### config.mk
export PLATFORM = sky130hd
export DESIGN_NAME = dsw_status_word
export DESIGN_NICKNAME = d
export VERILOG_FILES = /design/src/hdl/dsw_pkg.sv /design/src/hdl/dsw_status_word.sv
export VERILOG_INCLUDE_DIRS = /design/src /design/src/hdl
export SDC_FILE = /design/constraint.sdc
export NUM_CORES = 1
export LEC_CHECK = 0
export ABC_AREA = 1
export BUFFER_PORTS_ARGS = -buffer_cell sky130_fd_sc_hd__clkbuf_2
export CAP_MARGIN = 10
export CORE_MARGIN = 1.5
export CORE_UTILIZATION = 54
export CTS_CLUSTER_DIAMETER = 50
export DETAILED_ROUTE_END_ITERATION = 7
export GPL_TIMING_DRIVEN = 0
export PLACE_DENSITY = 0.84
export SYNTH_ARGS = -nofsm -noshare
export SYNTH_HDL_FRONTEND = slang
export SYNTH_SLANG_ARGS = --single-unit
### constraint.sdc
create_clock -name sys_clk_i -period 1.8 [get_ports sys_clk_i]
set_input_delay 0.36 -clock sys_clk_i [delete_from_list [all_inputs] [get_ports sys_clk_i]]
set_output_delay 0.36 -clock sys_clk_i [all_outputs]
set_load 0.01 [all_outputs]
### src/hdl/dsw_defs.svh
/*
 Drive status word builder constants: register offsets, bit positions,
 reset values. Assumes inclusion by bare name from the design and testbench.
*/
`ifndef DSW_DEFS_SVH
`define DSW_DEFS_SVH

`define DSW_ADDR_STATUS        12'h000
`define DSW_ADDR_CONTROL       12'h004
`define DSW_ADDR_LOW_SPEED     12'h008
`define DSW_ADDR_HIGH_SPEED    12'h00C
`define DSW_ADDR_REFERENCE     12'h010

`define DSW_BIT_READY          0
`define DSW_BIT_SWITCHED_ON    1
`define DSW_BIT_OP_ENABLED     2
`define DSW_BIT_FAULT          3
`define DSW_BIT_VOLTAGE        4
`define DSW_BIT_QUICK_STOP     5
`define DSW_BIT_SW_DISABLED    6
`define DSW_BIT_ALARM          7
`define DSW_BIT_REMOTE         9
`define DSW_BIT_REF_REACHED    10
`define DSW_BIT_LIMIT          11
`define DSW_BIT_STOP_KEY       14
`define DSW_BIT_DIRECTION      15

`define DSW_CTL_IO_PROFILE     0
`define DSW_CTL_SPEED_MODE     1

`define DSW_RST_STATUS         16'h0000
`define DSW_RST_CONTROL        2'h2
`define DSW_RST_LOW_SPEED      16'h0000
`define DSW_RST_HIGH_SPEED     16'hFFFF

`endif

### src/hdl/dsw_pkg.sv
/*
 Types for the drive status word builder.
 Assumes dsw_defs.svh is on the include path.
*/
package dsw_pkg;
    typedef enum logic [2:0]
    {
        DSW_PS_DISABLED  = 3'b000,
        DSW_PS_READY     = 3'b001,
        DSW_PS_SWITCHED  = 3'b011,
        DSW_PS_ENABLED   = 3'b010,
        DSW_PS_QSTOP     = 3'b110,
        DSW_PS_FAULT     = 3'b111,
        DSW_PS_NOT_READY = 3'b100
    } dsw_power_state_type;

    typedef struct packed
    {
        logic fault;
        logic alarm;
        logic line_supply;
        logic power_stage_only;
        logic network_ctrl;
        logic stop_key;
        logic reverse;
    } dsw_cond_type;

    typedef struct packed
    {
        logic        io_profile;
        logic        speed_mode;
        logic [15:0] low_speed_limit;
        logic [15:0] high_speed_limit;
    } dsw_cfg_type;
endpackage

### src/hdl/dsw_status_word.sv
/*
 Drive status word builder: registered 16-bit status word plus an
 AXI4-Lite slave for profile, speed mode and speed limit settings.
 Assumes one clock, synchronous condition inputs and a single-beat master.
*/
//
// Overview of operation
// - Bits 0-2: ready, switched on, running
// - Bit 3 follows fault presence
// - Bit 4 shows line supply presence
// - Power-stage-only supply forces bit 4 high
// - Bit 5 reflects quick stop condition
// - Bit 6 set when switch-on disabled
// - Bit 7 alarm; bit 8 reads zero
// - Bit 9 one means network control
// - Bit 10 set when reference reached
// - Bit 11 set in speed mode when reference outside limits
// - Speed mode limits use low/high speed
// - Bits 12 and 13 read zero
// - Bit 14 set on terminal stop key
// - Bit 15 zero forward, one reverse
// - Bits 0,1,2,3,5,6 encode state
// - Same word in either profile
// - I/O profile bit 2 means may start
// - I/O profile bit 5 reads one; here it still reads zero in quick stop
// - I/O profile bit 9 means network command
`include "dsw_defs.svh"

module dsw_status_word
    import dsw_pkg::*;
(
    input  wire logic                sys_clk_i,
    input  wire logic                rst_b_i,
    input  wire logic                clk_en_i,
    input  wire dsw_power_state_type power_state_i,
    input  wire dsw_cond_type        cond_i,
    input  wire logic [15:0]         speed_ref_i,
    input  wire logic [15:0]         speed_act_i,
    output logic [15:0]              drive_status_word_o,
    output logic                     io_profile_o,
    input  wire logic [11:0]         s_axi_awaddr,
    input  wire logic                s_axi_awvalid,
    output logic                     s_axi_awready,
    input  wire logic [31:0]         s_axi_wdata,
    input  wire logic [3:0]          s_axi_wstrb,
    input  wire logic                s_axi_wvalid,
    output logic                     s_axi_wready,
    output logic [1:0]               s_axi_bresp,
    output logic                     s_axi_bvalid,
    input  wire logic                s_axi_bready,
    input  wire logic [11:0]         s_axi_araddr,
    input  wire logic                s_axi_arvalid,
    output logic                     s_axi_arready,
    output logic [31:0]              s_axi_rdata,
    output logic [1:0]               s_axi_rresp,
    output logic                     s_axi_rvalid,
    input  wire logic                s_axi_rready
);
    localparam logic [1:0] RESP_OKAY   = 2'h0;
    localparam logic [1:0] RESP_SLVERR = 2'h2;
    localparam logic [1:0] CTL_RST     = `DSW_RST_CONTROL;

    logic [15:0] status_q;
    logic [15:0] status_d;
    dsw_cfg_type cfg_q;
    logic [11:0] awaddr_q;
    logic        aw_held_q;
    logic [31:0] wdata_q;
    logic [3:0]  wstrb_q;
    logic        w_held_q;
    logic        bvalid_q;
    logic [1:0]  bresp_q;
    logic        rvalid_q;
    logic [31:0] rdata_q;
    logic [1:0]  rresp_q;

    // Power-stage bits per state; undefined codes read as not ready
    logic [2:0] ps_run_on_rdy;
    logic       ps_disabled;
    logic       ps_qstop;
    logic       ps_fault;

    always_comb
    begin
        ps_run_on_rdy = 3'b000;
        ps_disabled   = 1'b0;
        ps_qstop      = 1'b0;
        ps_fault      = 1'b0;
        case (power_state_i)
            DSW_PS_DISABLED:
                ps_disabled = 1'b1;
            DSW_PS_READY:
                ps_run_on_rdy = 3'b001;
            DSW_PS_SWITCHED:
                ps_run_on_rdy = 3'b011;
            DSW_PS_ENABLED:
                ps_run_on_rdy = 3'b111;
            DSW_PS_QSTOP:
            begin
                ps_run_on_rdy = 3'b111;
                ps_qstop      = 1'b1;
            end
            DSW_PS_FAULT:
                ps_fault = 1'b1;
            default:
                ps_run_on_rdy = 3'b000;
        endcase
    end

    wire b_ready    = ps_run_on_rdy[0];
    wire b_switched = ps_run_on_rdy[1];
    // Running also means a nonzero reference may start the motor
    wire b_enabled  = ps_run_on_rdy[2];
    wire b_fault    = ps_fault | cond_i.fault;
    wire b_voltage  = cond_i.line_supply | cond_i.power_stage_only;
    // Quick stop active is low-true, so it reads one outside quick stop
    wire b_qstop    = ~ps_qstop;
    wire b_disabled = ps_disabled;
    // Condition flags pass straight through to their bits
    wire b_alarm    = cond_i.alarm;
    wire b_remote   = cond_i.network_ctrl;
    wire b_stop_key = cond_i.stop_key;
    wire b_reverse  = cond_i.reverse;

    wire limit_low  = speed_ref_i < cfg_q.low_speed_limit;
    wire limit_high = speed_ref_i > cfg_q.high_speed_limit;
    wire b_limit    = cfg_q.speed_mode & (limit_low | limit_high);
    // Reached means actual equals the target reference
    wire b_reached  = (speed_act_i == speed_ref_i);

    // Profile selection deliberately does not alter the word
    always_comb
    begin
        status_d = `DSW_RST_STATUS;
        status_d[`DSW_BIT_READY]       = b_ready;
        status_d[`DSW_BIT_SWITCHED_ON] = b_switched;
        status_d[`DSW_BIT_OP_ENABLED]  = b_enabled;
        status_d[`DSW_BIT_FAULT]       = b_fault;
        status_d[`DSW_BIT_VOLTAGE]     = b_voltage;
        status_d[`DSW_BIT_QUICK_STOP]  = b_qstop;
        status_d[`DSW_BIT_SW_DISABLED] = b_disabled;
        status_d[`DSW_BIT_ALARM]       = b_alarm;
        status_d[`DSW_BIT_REMOTE]      = b_remote;
        status_d[`DSW_BIT_REF_REACHED] = b_reached;
        status_d[`DSW_BIT_LIMIT]       = b_limit;
        status_d[`DSW_BIT_STOP_KEY]    = b_stop_key;
        status_d[`DSW_BIT_DIRECTION]   = b_reverse;
    end

    // One register for every bit keeps reads coherent
    always_ff @(posedge sys_clk_i or negedge rst_b_i)
    begin
        if (!rst_b_i)
            status_q <= `DSW_RST_STATUS;
        else if (clk_en_i)
            status_q <= status_d;
    end

    assign drive_status_word_o = status_q;
    assign io_profile_o        = cfg_q.io_profile;

    // Write channel: address and data taken in either order
    wire aw_take = s_axi_awvalid & s_axi_awready;
    wire w_take  = s_axi_wvalid & s_axi_wready;
    assign s_axi_awready = clk_en_i & ~aw_held_q & ~bvalid_q;
    assign s_axi_wready  = clk_en_i & ~w_held_q & ~bvalid_q;

    wire        aw_have  = aw_held_q | aw_take;
    wire        w_have   = w_held_q | w_take;
    wire [11:0] wr_addr  = aw_held_q ? awaddr_q : s_axi_awaddr;
    wire [31:0] wr_data  = w_held_q ? wdata_q : s_axi_wdata;
    wire [3:0]  wr_strb  = w_held_q ? wstrb_q : s_axi_wstrb;
    wire        wr_fire  = clk_en_i & aw_have & w_have & ~bvalid_q;

    logic wr_ctl;
    logic wr_low;
    logic wr_high;
    logic wr_ok;

    // Status and reference words take writes and drop them with OKAY
    always_comb
    begin
        wr_ctl  = 1'b0;
        wr_low  = 1'b0;
        wr_high = 1'b0;
        wr_ok   = 1'b1;
        if (wr_addr == `DSW_ADDR_CONTROL)
            wr_ctl = 1'b1;
        else if (wr_addr == `DSW_ADDR_LOW_SPEED)
            wr_low = 1'b1;
        else if (wr_addr == `DSW_ADDR_HIGH_SPEED)
            wr_high = 1'b1;
        else if (wr_addr != `DSW_ADDR_STATUS && wr_addr != `DSW_ADDR_REFERENCE)
            wr_ok = 1'b0;
    end

    function automatic logic [15:0] merge16(input logic [15:0] old_v,
                                            input logic [31:0] data,
                                            input logic [3:0]  strb);
        logic [15:0] v;
        v = old_v;
        if (strb[0])
            v[7:0] = data[7:0];
        if (strb[1])
            v[15:8] = data[15:8];
        return v;
    endfunction

    always_ff @(posedge sys_clk_i or negedge rst_b_i)
    begin
        if (!rst_b_i)
        begin
            aw_held_q <= 1'b0;
            awaddr_q  <= 12'h000;
        end
        else if (clk_en_i)
        begin
            if (aw_take)
                awaddr_q <= s_axi_awaddr;
            aw_held_q <= aw_have & ~wr_fire;
        end
    end

    // Data half held on its own so either half may arrive first
    always_ff @(posedge sys_clk_i or negedge rst_b_i)
    begin
        if (!rst_b_i)
        begin
            w_held_q <= 1'b0;
            wdata_q  <= 32'h00000000;
            wstrb_q  <= 4'h0;
        end
        else if (clk_en_i)
        begin
            if (w_take)
            begin
                wdata_q <= s_axi_wdata;
                wstrb_q <= s_axi_wstrb;
            end
            w_held_q <= w_have & ~wr_fire;
        end
    end

    always_ff @(posedge sys_clk_i or negedge rst_b_i)
    begin
        if (!rst_b_i)
        begin
            cfg_q.io_profile       <= CTL_RST[`DSW_CTL_IO_PROFILE];
            cfg_q.speed_mode       <= CTL_RST[`DSW_CTL_SPEED_MODE];
            cfg_q.low_speed_limit  <= `DSW_RST_LOW_SPEED;
            cfg_q.high_speed_limit <= `DSW_RST_HIGH_SPEED;
        end
        else if (wr_fire)
        begin
            if (wr_ctl && wr_strb[0])
            begin
                cfg_q.io_profile <= wr_data[`DSW_CTL_IO_PROFILE];
                cfg_q.speed_mode <= wr_data[`DSW_CTL_SPEED_MODE];
            end
            if (wr_low)
                cfg_q.low_speed_limit <= merge16(cfg_q.low_speed_limit, wr_data, wr_strb);
            if (wr_high)
                cfg_q.high_speed_limit <= merge16(cfg_q.high_speed_limit, wr_data, wr_strb);
        end
    end

    always_ff @(posedge sys_clk_i or negedge rst_b_i)
    begin
        if (!rst_b_i)
        begin
            bvalid_q <= 1'b0;
            bresp_q  <= RESP_OKAY;
        end
        else if (clk_en_i)
        begin
            if (wr_fire)
            begin
                bvalid_q <= 1'b1;
                bresp_q  <= wr_ok ? RESP_OKAY : RESP_SLVERR;
            end
            else if (s_axi_bready)
                bvalid_q <= 1'b0;
        end
    end

    assign s_axi_bvalid = bvalid_q;
    assign s_axi_bresp  = bresp_q;

    // Read channel, answered one cycle after the address
    assign s_axi_arready = clk_en_i & ~rvalid_q;
    wire ar_take = s_axi_arvalid & s_axi_arready;

    wire rd_status = (s_axi_araddr == `DSW_ADDR_STATUS);
    wire rd_ctl    = (s_axi_araddr == `DSW_ADDR_CONTROL);
    wire rd_low    = (s_axi_araddr == `DSW_ADDR_LOW_SPEED);
    wire rd_high   = (s_axi_araddr == `DSW_ADDR_HIGH_SPEED);
    wire rd_ref    = (s_axi_araddr == `DSW_ADDR_REFERENCE);

    logic [31:0] rd_word;
    logic        rd_ok;
    always_comb
    begin
        rd_word = 32'h00000000;
        rd_ok   = 1'b1;
        if (rd_status)
            rd_word = {16'h0000, status_q};
        else if (rd_ctl)
            rd_word = {30'h00000000, cfg_q.speed_mode, cfg_q.io_profile};
        else if (rd_low)
            rd_word = {16'h0000, cfg_q.low_speed_limit};
        else if (rd_high)
            rd_word = {16'h0000, cfg_q.high_speed_limit};
        else if (rd_ref)
            rd_word = {speed_act_i, speed_ref_i};
        else
            rd_ok = 1'b0;
    end

    always_ff @(posedge sys_clk_i or negedge rst_b_i)
    begin
        if (!rst_b_i)
        begin
            rvalid_q <= 1'b0;
            rdata_q  <= 32'h00000000;
            rresp_q  <= RESP_OKAY;
        end
        else if (clk_en_i)
        begin
            if (ar_take)
            begin
                rvalid_q <= 1'b1;
                rdata_q  <= rd_word;
                rresp_q  <= rd_ok ? RESP_OKAY : RESP_SLVERR;
            end
            else if (s_axi_rready)
                rvalid_q <= 1'b0;
        end
    end

    assign s_axi_rvalid = rvalid_q;
    assign s_axi_rdata  = rdata_q;
    assign s_axi_rresp  = rresp_q;
endmodule

==> results of run 1 <==
registers in the layout, indices dropped and copies added, names as in the netlist, 2 cells and up:
signal,flops
cfg_q,33
s_axi_rdata,32
wdata_q,16
drive_status_word_o,13
awaddr_q,12
wstrb_q,2
stage by stage:
stage | cell area (um2) | setup TNS [ns] | hold slack, ns | util | worst slack, ns
floorplan | 6630 | 0 | 0.0644 | - | 0.228
global placement | 7530 | -129.03 | 0.461 | 0.630 | -1.22
detailed placement | 7540 | -1.79 | 0.465 | 0.630 | -0.139
CTS | 8130 | 0 | 0.103 | 0.679 | 0.0152
global route | 8210 | -0.297 | 0.138 | 0.686 | -0.0472
finish | 8210 | 0 | 0.0320 | 0.686 | 0.0455
metal layers:
layer / global-route usage / up-vias / wire, um
li1: - / 3033 / -
met4: 0.123 / 0 / 586
met1: 0.342 / 2837 / 7150
met5: 0 / - / 0
met3: 0.0659 / 58 / 1180
met2: 0.445 / 240 / 8010
path summary, 6_finish.rpt:
check                       startpoint                      end  slack, ns  cells past startpoint
min in group sys_clk_i       cond_i[1]  drive_status_word_o[14]       0.15                      3
hold / removal                 rst_b_i             awaddr_q[10]       0.03                      1
max in group asynchronous      rst_b_i          s_axi_rdata[19]       1.09                      1
hold reg to reg            wdata_q[11]              wdata_q[11]       0.48                      2
setup / recovery             aw_held_q                 cfg_q[8]       0.05                     12
setup reg to reg             aw_held_q                 cfg_q[8]       0.05                     12
cells in the final DEF, fill, tap and decap left out, types with 5 or more instances in the layout:
cell       Yosys  layout
nand4_1       15      15
conb_1         1       5
o211ai_1       5       5
dfstp_2       17      17
buf_4          5       6
dfrtp_1       98      97
clkinv_2       0       6
o21ai_1       19      20
nand2_2        6       6
ha_1          31      31
nand3_1       57      56
mux2i_1        8       8
xnor2_1        5       5
clkbuf_16      0      18
nand3_4        5       5
a21oi_1       20      20
inv_1         95      95
nor2_1        36      36
nand2_1      258     257
o21ai_2       18      18
buf_6          6       6
buf_2          6       7
o21ai_0       59      58
clkbuf_1      13      16
clkbuf_2       0     142
nor3_1         6       6
power groups by stage:
stage          sequential [mW]  combinational [mW]  clock, mW
3_3_place_gp              3.26                1.95          0
2_1_floorplan             3.24                1.42          0
4_1_cts                   3.24                2.03       3.37
6_report                  3.25                2.09       3.35
3_5_place_dp              3.28                2.01          0
5_1_grt                   3.29                2.32       3.50
cells in the mapped netlist, types with 2 or more instances:
cell,count,area (um2)
nor3_2,2,20.0
dfstp_2,17,447
o211ai_1,5,37.5
nand3_4,5,87.6
inv_4,2,12.5
o21ai_0,59,295
or2_2,2,12.5
buf_2,6,30.0
nor2_4,2,22.5
nor3_1,6,30.0
xor2_1,3,26.3
nand4_1,15,93.8
o21ai_1,19,95.1
o21ai_2,18,158
nor2_2,5,31.3
mux2_2,4,45.0
a21oi_1,20,100
xnor2_1,5,43.8
nand3_1,57,285
ha_1,31,388
nand2_1,258,968
mux2i_1,8,80.1
clkinv_1,2,7.51
buf_6,6,67.6
nand2_2,6,37.5
nor2_1,36,135
clkbuf_1,13,48.8
dfrtp_1,98,2450
nor2_8,2,40.0
o2111ai_1,4,35.0
buf_4,5,37.5
inv_2,4,15.0
inv_1,95,357
area by class of cell:
| class | count | area (um2) | share of cell area |
|---|---|---|---|
| Buffer | 31 | 191 | 0.0233 |
| Clock buffer | 21 | 450 | 0.0549 |
| Multi-Input combinational cell | 584 | 3180 | 0.387 |
| Timing Repair Buffer | 147 | 773 | 0.0942 |
| Tap cell | 147 | 184 | 0.0224 |
| Sequential cell | 115 | 2900 | 0.353 |
| Inverter | 103 | 397 | 0.0483 |
| Clock inverter | 11 | 135 | 0.0165 |
timing repair:
item                       CTS  global route
gates resized for setup      0            11
buffers inserted             0             2
hold endpoints to repair     0             0
setup endpoints to repair    0            36
worst max-delay path, cell delays in order, from the launching register on:
cell and delay (ns):
dfrtp_1 0.37, buf_6 0.14, inv_8 0.05, nor2_2 0.07, nand2_1 0.06, nand2_2 0.09
inv_2 0.05, nor2_4 0.10, nand2_2 0.08, nor2_4 0.19, nand3_4 0.15, clkbuf_16 0.19
o21ai_2 0.13
cells by family (layout without fill, tap and decap cells):
logic type | count (synthesis) | after routing | share of synthesized area
XOR/XNOR | 8 | 8 | 0.0106
multiplexers | 12 | 12 | 0.0189
AO/OA/AOI/OAI | 128 | 128 | 0.113
adder cells (fa/ha/maj) | 31 | 31 | 0.0586
buffers and inverters | 134 | 313 | 0.0875
flip-flops | 115 | 115 | 0.438
AND/OR/NAND/NOR | 400 | 400 | 0.273
other | 1 | 5 | 0.000567
==> results.md, run 1 <==
- Status: completed
- Clk root buf: clkbuf_16
- Worst-Margin Slew: just over 0.9 ns
- Ant diodes: 0
- Non-filler cells, final: roughly 1200
- Pins Over Slew Limit: 0
- CTS sink count: 115
- Clock Power Share: 0.386
- Global-route wire length before repair: 27.3 mm
- Pleak: 4.17 nW
- Total die area: 0.0129 mm2
- Startpoint class of the critical path: flip-flop
- Clock transition at path regs: around 0.050 ns
- Arr. time, crit path: around 2.1 ns
- Gr ovfl total: 0
- Sequential share of power: 0.374
- Period utilization: 0.975
- Switching share of power: 0.319
- Clock tree buffer depth: 2
- Relative slew slack: 0.383
- Final Hold Vio Count: 0
- Synth Register Bits: approximately 120
- DRT iter0 DRCs: between 400 and 500
- Io pins: 168
- Worst Path Max Fanout: 8
- Detail Route Antenna Nets: 0
- Post-layout min period: between 1.5 and 2 ns
- Synth cell types: 42
- Core Area: ~0.012 mm2
- Area Growth Syn to Fin: 24.0%
- All-Layer GR Usage: 0.272
- Layout Skew: about 0.0063 ns
- CTS Hold Buffers Added: 0
- RSZ-0062 raised after global routing: yes
- TritonCTS clock tree: yes
- Vias in the first global route: between 5000 and 6000
- Critical Path RT: approximately 2.2 ns
- Vias per std cell: 5.32
- Num CTS Buffers: 17
- Share of cells above drive strength 1: 0.266
- DR WL/cell: between 10 and 15 um
- Port buffer count: 143
- P per Cell Area: approximately 1100 mW/mm2
- Rows: 40
- Logic pwr share: 0.240
- Gpl congestion: 0.890
- Starting Density: 0.553
- Fin nets: ~1100
- Final setup viols: 0
- Largest net degree at the start of global routing: 116
- Peak VDD IR: between 0.001 and 0.0015 V
- 1st-pass router iterations: 8
- CP Class: reg2reg
- Die Height: between 100 and 150 um
- Total power: between 8 and 9 mW
- Max-cap viol count: 0
- HPWL after DPL: approximately 13 mm
- Worst setup EP type: flip-flop
- H-Tree Level Count: 4
- DRC: 0
- Clock Latency Late Sink: 0.42 ns
- Yosys warns: 0
- Max Clk Rate: 570 MHz
- Syn_area_per_cell: roughly 8 um2
- Hold Crit Class: in2async
- Synthesized instance count: 829
- Die Wd: roughly 110 um
- Initial antenna violation count: 0
- DP Cell Count: 1123
- Fillers: 961
- Async set-reset flop share out of synthesis: 1.00
- Cell Area, Synth: 0.00662 mm2
- Seq/Total Area, Yosys: 0.438
- Top FF cell, synth: dfrtp_1
- Final wirelength: 16.9 mm
- Power Internal: 5.92 mW
- Net Switching: roughly 2.8 mW
- Via count: 6168
- Post-synth EDFFs: 0
(Power assumes the default switching activity.)
==> inputs of run 2 (changes only) <==
PLACE_DENSITY = not set   (was 0.84)
PLACE_DENSITY_LB_ADDON = 0.12   (was not set)
SLEW_MARGIN = 40   (was not set)
==> results.md, run 2 (synthesis gave the netlist of run 1 again) <==
- P per Cell Area: 1070 mW/mm2 (was 1060 mW/mm2)
- Setup WS post-layout: 0.0704 ns (was 0.0455 ns)
- Final wirelength: 16.4 mm (was 16.9 mm)
- HPWL after DPL: 12.5 mm (was 12.7 mm)
- Fin nets: 1141 (was 1140)
- Relative slew slack: 0.621 (was 0.383)
- Area Growth Syn to Fin: 25.3% (was 24.0%)
- Total die area: 0.0129 mm2 (unchanged)
- Most common cell after layout, fill and taps aside: nand2_1 (unchanged)
- TritonCTS clock tree: yes (unchanged)
- Worst path cell trace: clkbuf_4, nor2_1, clkbuf_2 (was buf_6, inv_8, nor2_2, nand2_1, nand2_2, inv_2, nor2_4, nand2_2, nor2_4, nand3_4, clkbuf_16, o21ai_2)
- CP Class: reg2out (was reg2reg)
- Detail Route Antenna Nets: 0 (unchanged)
- All-Layer GR Usage: 0.265 (was 0.272)
- Die Height: 114 um (unchanged)
- Share of cells above drive strength 1: 0.269 (was 0.266)
- Routed met1 length: 7.26 mm (was 7.15 mm)
- H-Tree Level Count: 4 (unchanged)
- Final Hold Vio Count: 0 (unchanged)
- Pleak: 4.20 nW (was 4.17 nW)
- Core Area: 0.0120 mm2 (unchanged)
- Buf+Inv Stages, Crit Path: 2 (was 4)
- Cell area after layout: 0.00829 mm2 (was 0.00821 mm2)
- Critical Path RT: 1.44 ns (was 2.15 ns)
- Gpl congestion: 0.906 (was 0.890)
- Post-layout min period: 1.73 ns (was 1.75 ns)
- DRC: 0 (unchanged)
- Status: completed (unchanged)
- Clock Latency Late Sink: 0.42 ns (about the same)
- Startpoint class of the critical path: flip-flop (unchanged)
- Max-cap viol count: 0 (unchanged)
- Pre-CTS setup slack: -0.146 ns (was -0.139 ns)
- Max Clk Rate: 578 MHz (was 570 MHz)
- Max reg flops: 33 (unchanged)
- Ant diodes: 0 (unchanged)
- Largest net degree at the start of global routing: 70 (was 116)
- Port buffer count: 143 (unchanged)
- DRT iter0 DRCs: 418 (was 424)
- Placed Area: 0.00757 mm2 (was 0.00754 mm2)
- Rows: 40 (unchanged)
- Arr. time, crit path: 1.37 ns (was 2.10 ns)
- Worst Path Max Fanout: 10 (was 8)
- DR WL/cell: 14.1 um (was 14.6 um)
- 1st-pass router iterations: 5 (was 8)
- Gr ovfl total: 0 (unchanged)
- Num CTS Buffers: 17 (unchanged)
- Vias in the first global route: 5601 (was 5806)
- Layout Skew: 0.00496 ns (was 0.00632 ns)
- Worst-Margin Slew: 0.562 ns (was 0.926 ns)
- Global-route wire length before repair: 26.7 mm (was 27.3 mm)
- Worst setup EP type: output pin (was flip-flop)
- DR WL met2: 7.59 mm (was 8.01 mm)
- Crit path max-delay cell type: dfrtp_1 (unchanged)
- Most flops, register: cfg_q (unchanged)
- Final setup viols: 0 (unchanged)
- Period utilization: 0.961 (was 0.975)
- Hold Crit Class: in2reg (was in2async)
- Via count: 6022 (was 6168)
- Peak per-stage delay on the critical path: 0.43 ns (was 0.37 ns)
- Clock tree buffer depth: 2 (unchanged)
- Total power: 8.85 mW (was 8.69 mW)
- Peak VDD IR: 0.000692 V (was 0.00106 V)
- Clock transition at path regs: 0.05 ns (about the same)
- CTS sink count: 115 (unchanged)
- Io pins: 168 (unchanged)
- Clk root buf: clkbuf_16 (unchanged)
- Starting Density: 0.553 (unchanged)
- Critical path's top delay family: flip-flops (was simple AND/OR/NAND/NOR gates)
- Uppermost routed layer: met4 (unchanged)
- Most frequent cells in the layout: 257 x nand2_1, 142 x clkbuf_2, 97 x dfrtp_1 (unchanged)
- Pins Over Slew Limit: 0 (unchanged)
- DR WL met3: 1.01 mm (was 1.18 mm)
- Vias per std cell: 5.19 (was 5.32)
- Initial antenna violation count: 0 (unchanged)
- Die Wd: 114 um (unchanged)
==> run 2: area by class of cell <==
type | count | area, um2
flip-flops and latches | 115 | 2900
plain buffers | 31 | 194
inverters | 103 | 397
well taps | 147 | 184
clock buffers | 22 | 464
multi-input cells | 584 | 3180
fillers | 1026 | 3670
repair buffers | 148 | 815
clock inverters | 10 | 155
==> run 2: timing repair <==
item,in CTS,in global routing
resized for setup,0,13
hold buffers,1,0
buffers inserted,0,2
hold endpoints to repair,46,0
setup endpoints to repair,0,27
==> run 2: worst register-to-register path, stage by stage, from the launching register on <==
cell	delay, ns
dfrtp_1	0.37
buf_6	0.15
inv_6	0.08
nand3_1	0.08
nand2_2	0.10
inv_2	0.04
nor2_2	0.12
nand2_2	0.08
nor2_4	0.17
nand3_4	0.15
clkbuf_16	0.20
o21ai_2	0.11
==> run 2: routing by layer <==
| metal | track usage | vias to the layer above |
|---|---|---|
| li1 | - | 3031 |
| met1 | 0.347 | 2740 |
| met2 | 0.423 | 211 |
| met3 | 0.0569 | 40 |
| met4 | 0.123 | 0 |
| met5 | 0 | - |
==> run 2: power breakdown <==
part	total [mW]	switching (mW)	internal (mW)
clock network	3.55	1.17	2.38
logic	2.07	1.33	0.741
registers	3.24	0.238	3.00
==> run 2: final timing paths <==
| kind | cells past startpoint | from | end | slack [ns] |
|---|---|---|---|---|
| max | 3 | w_held_q | s_axi_wready | 0.07 |
| min | 3 | cond_i[5] | drive_status_word_o[7] | 0.15 |
| max reg2reg | 11 | aw_held_q | cfg_q[8] | 0.09 |
| min reg2reg | 2 | cfg_q[1] | cfg_q[1] | 0.47 |
| max in group asynchronous | 3 | rst_b_i | cfg_q[13] | 0.65 |
| min in group asynchronous | 2 | rst_b_i | drive_status_word_o[0] | 0.45 |
==> run 2: metrics by stage <==
stage	cells	util	hold slack (ns)	TNS [ns]
final	1160	0.693	0.152	0
after CTS	1157	0.685	0.137	0
after global routing	1160	0.693	0.159	-0.0226
after global placement	1123	0.630	0.459	-140.54
after detailed placement	1124	0.633	0.327	-2.14
after floorplan	833	-	0.0644	0
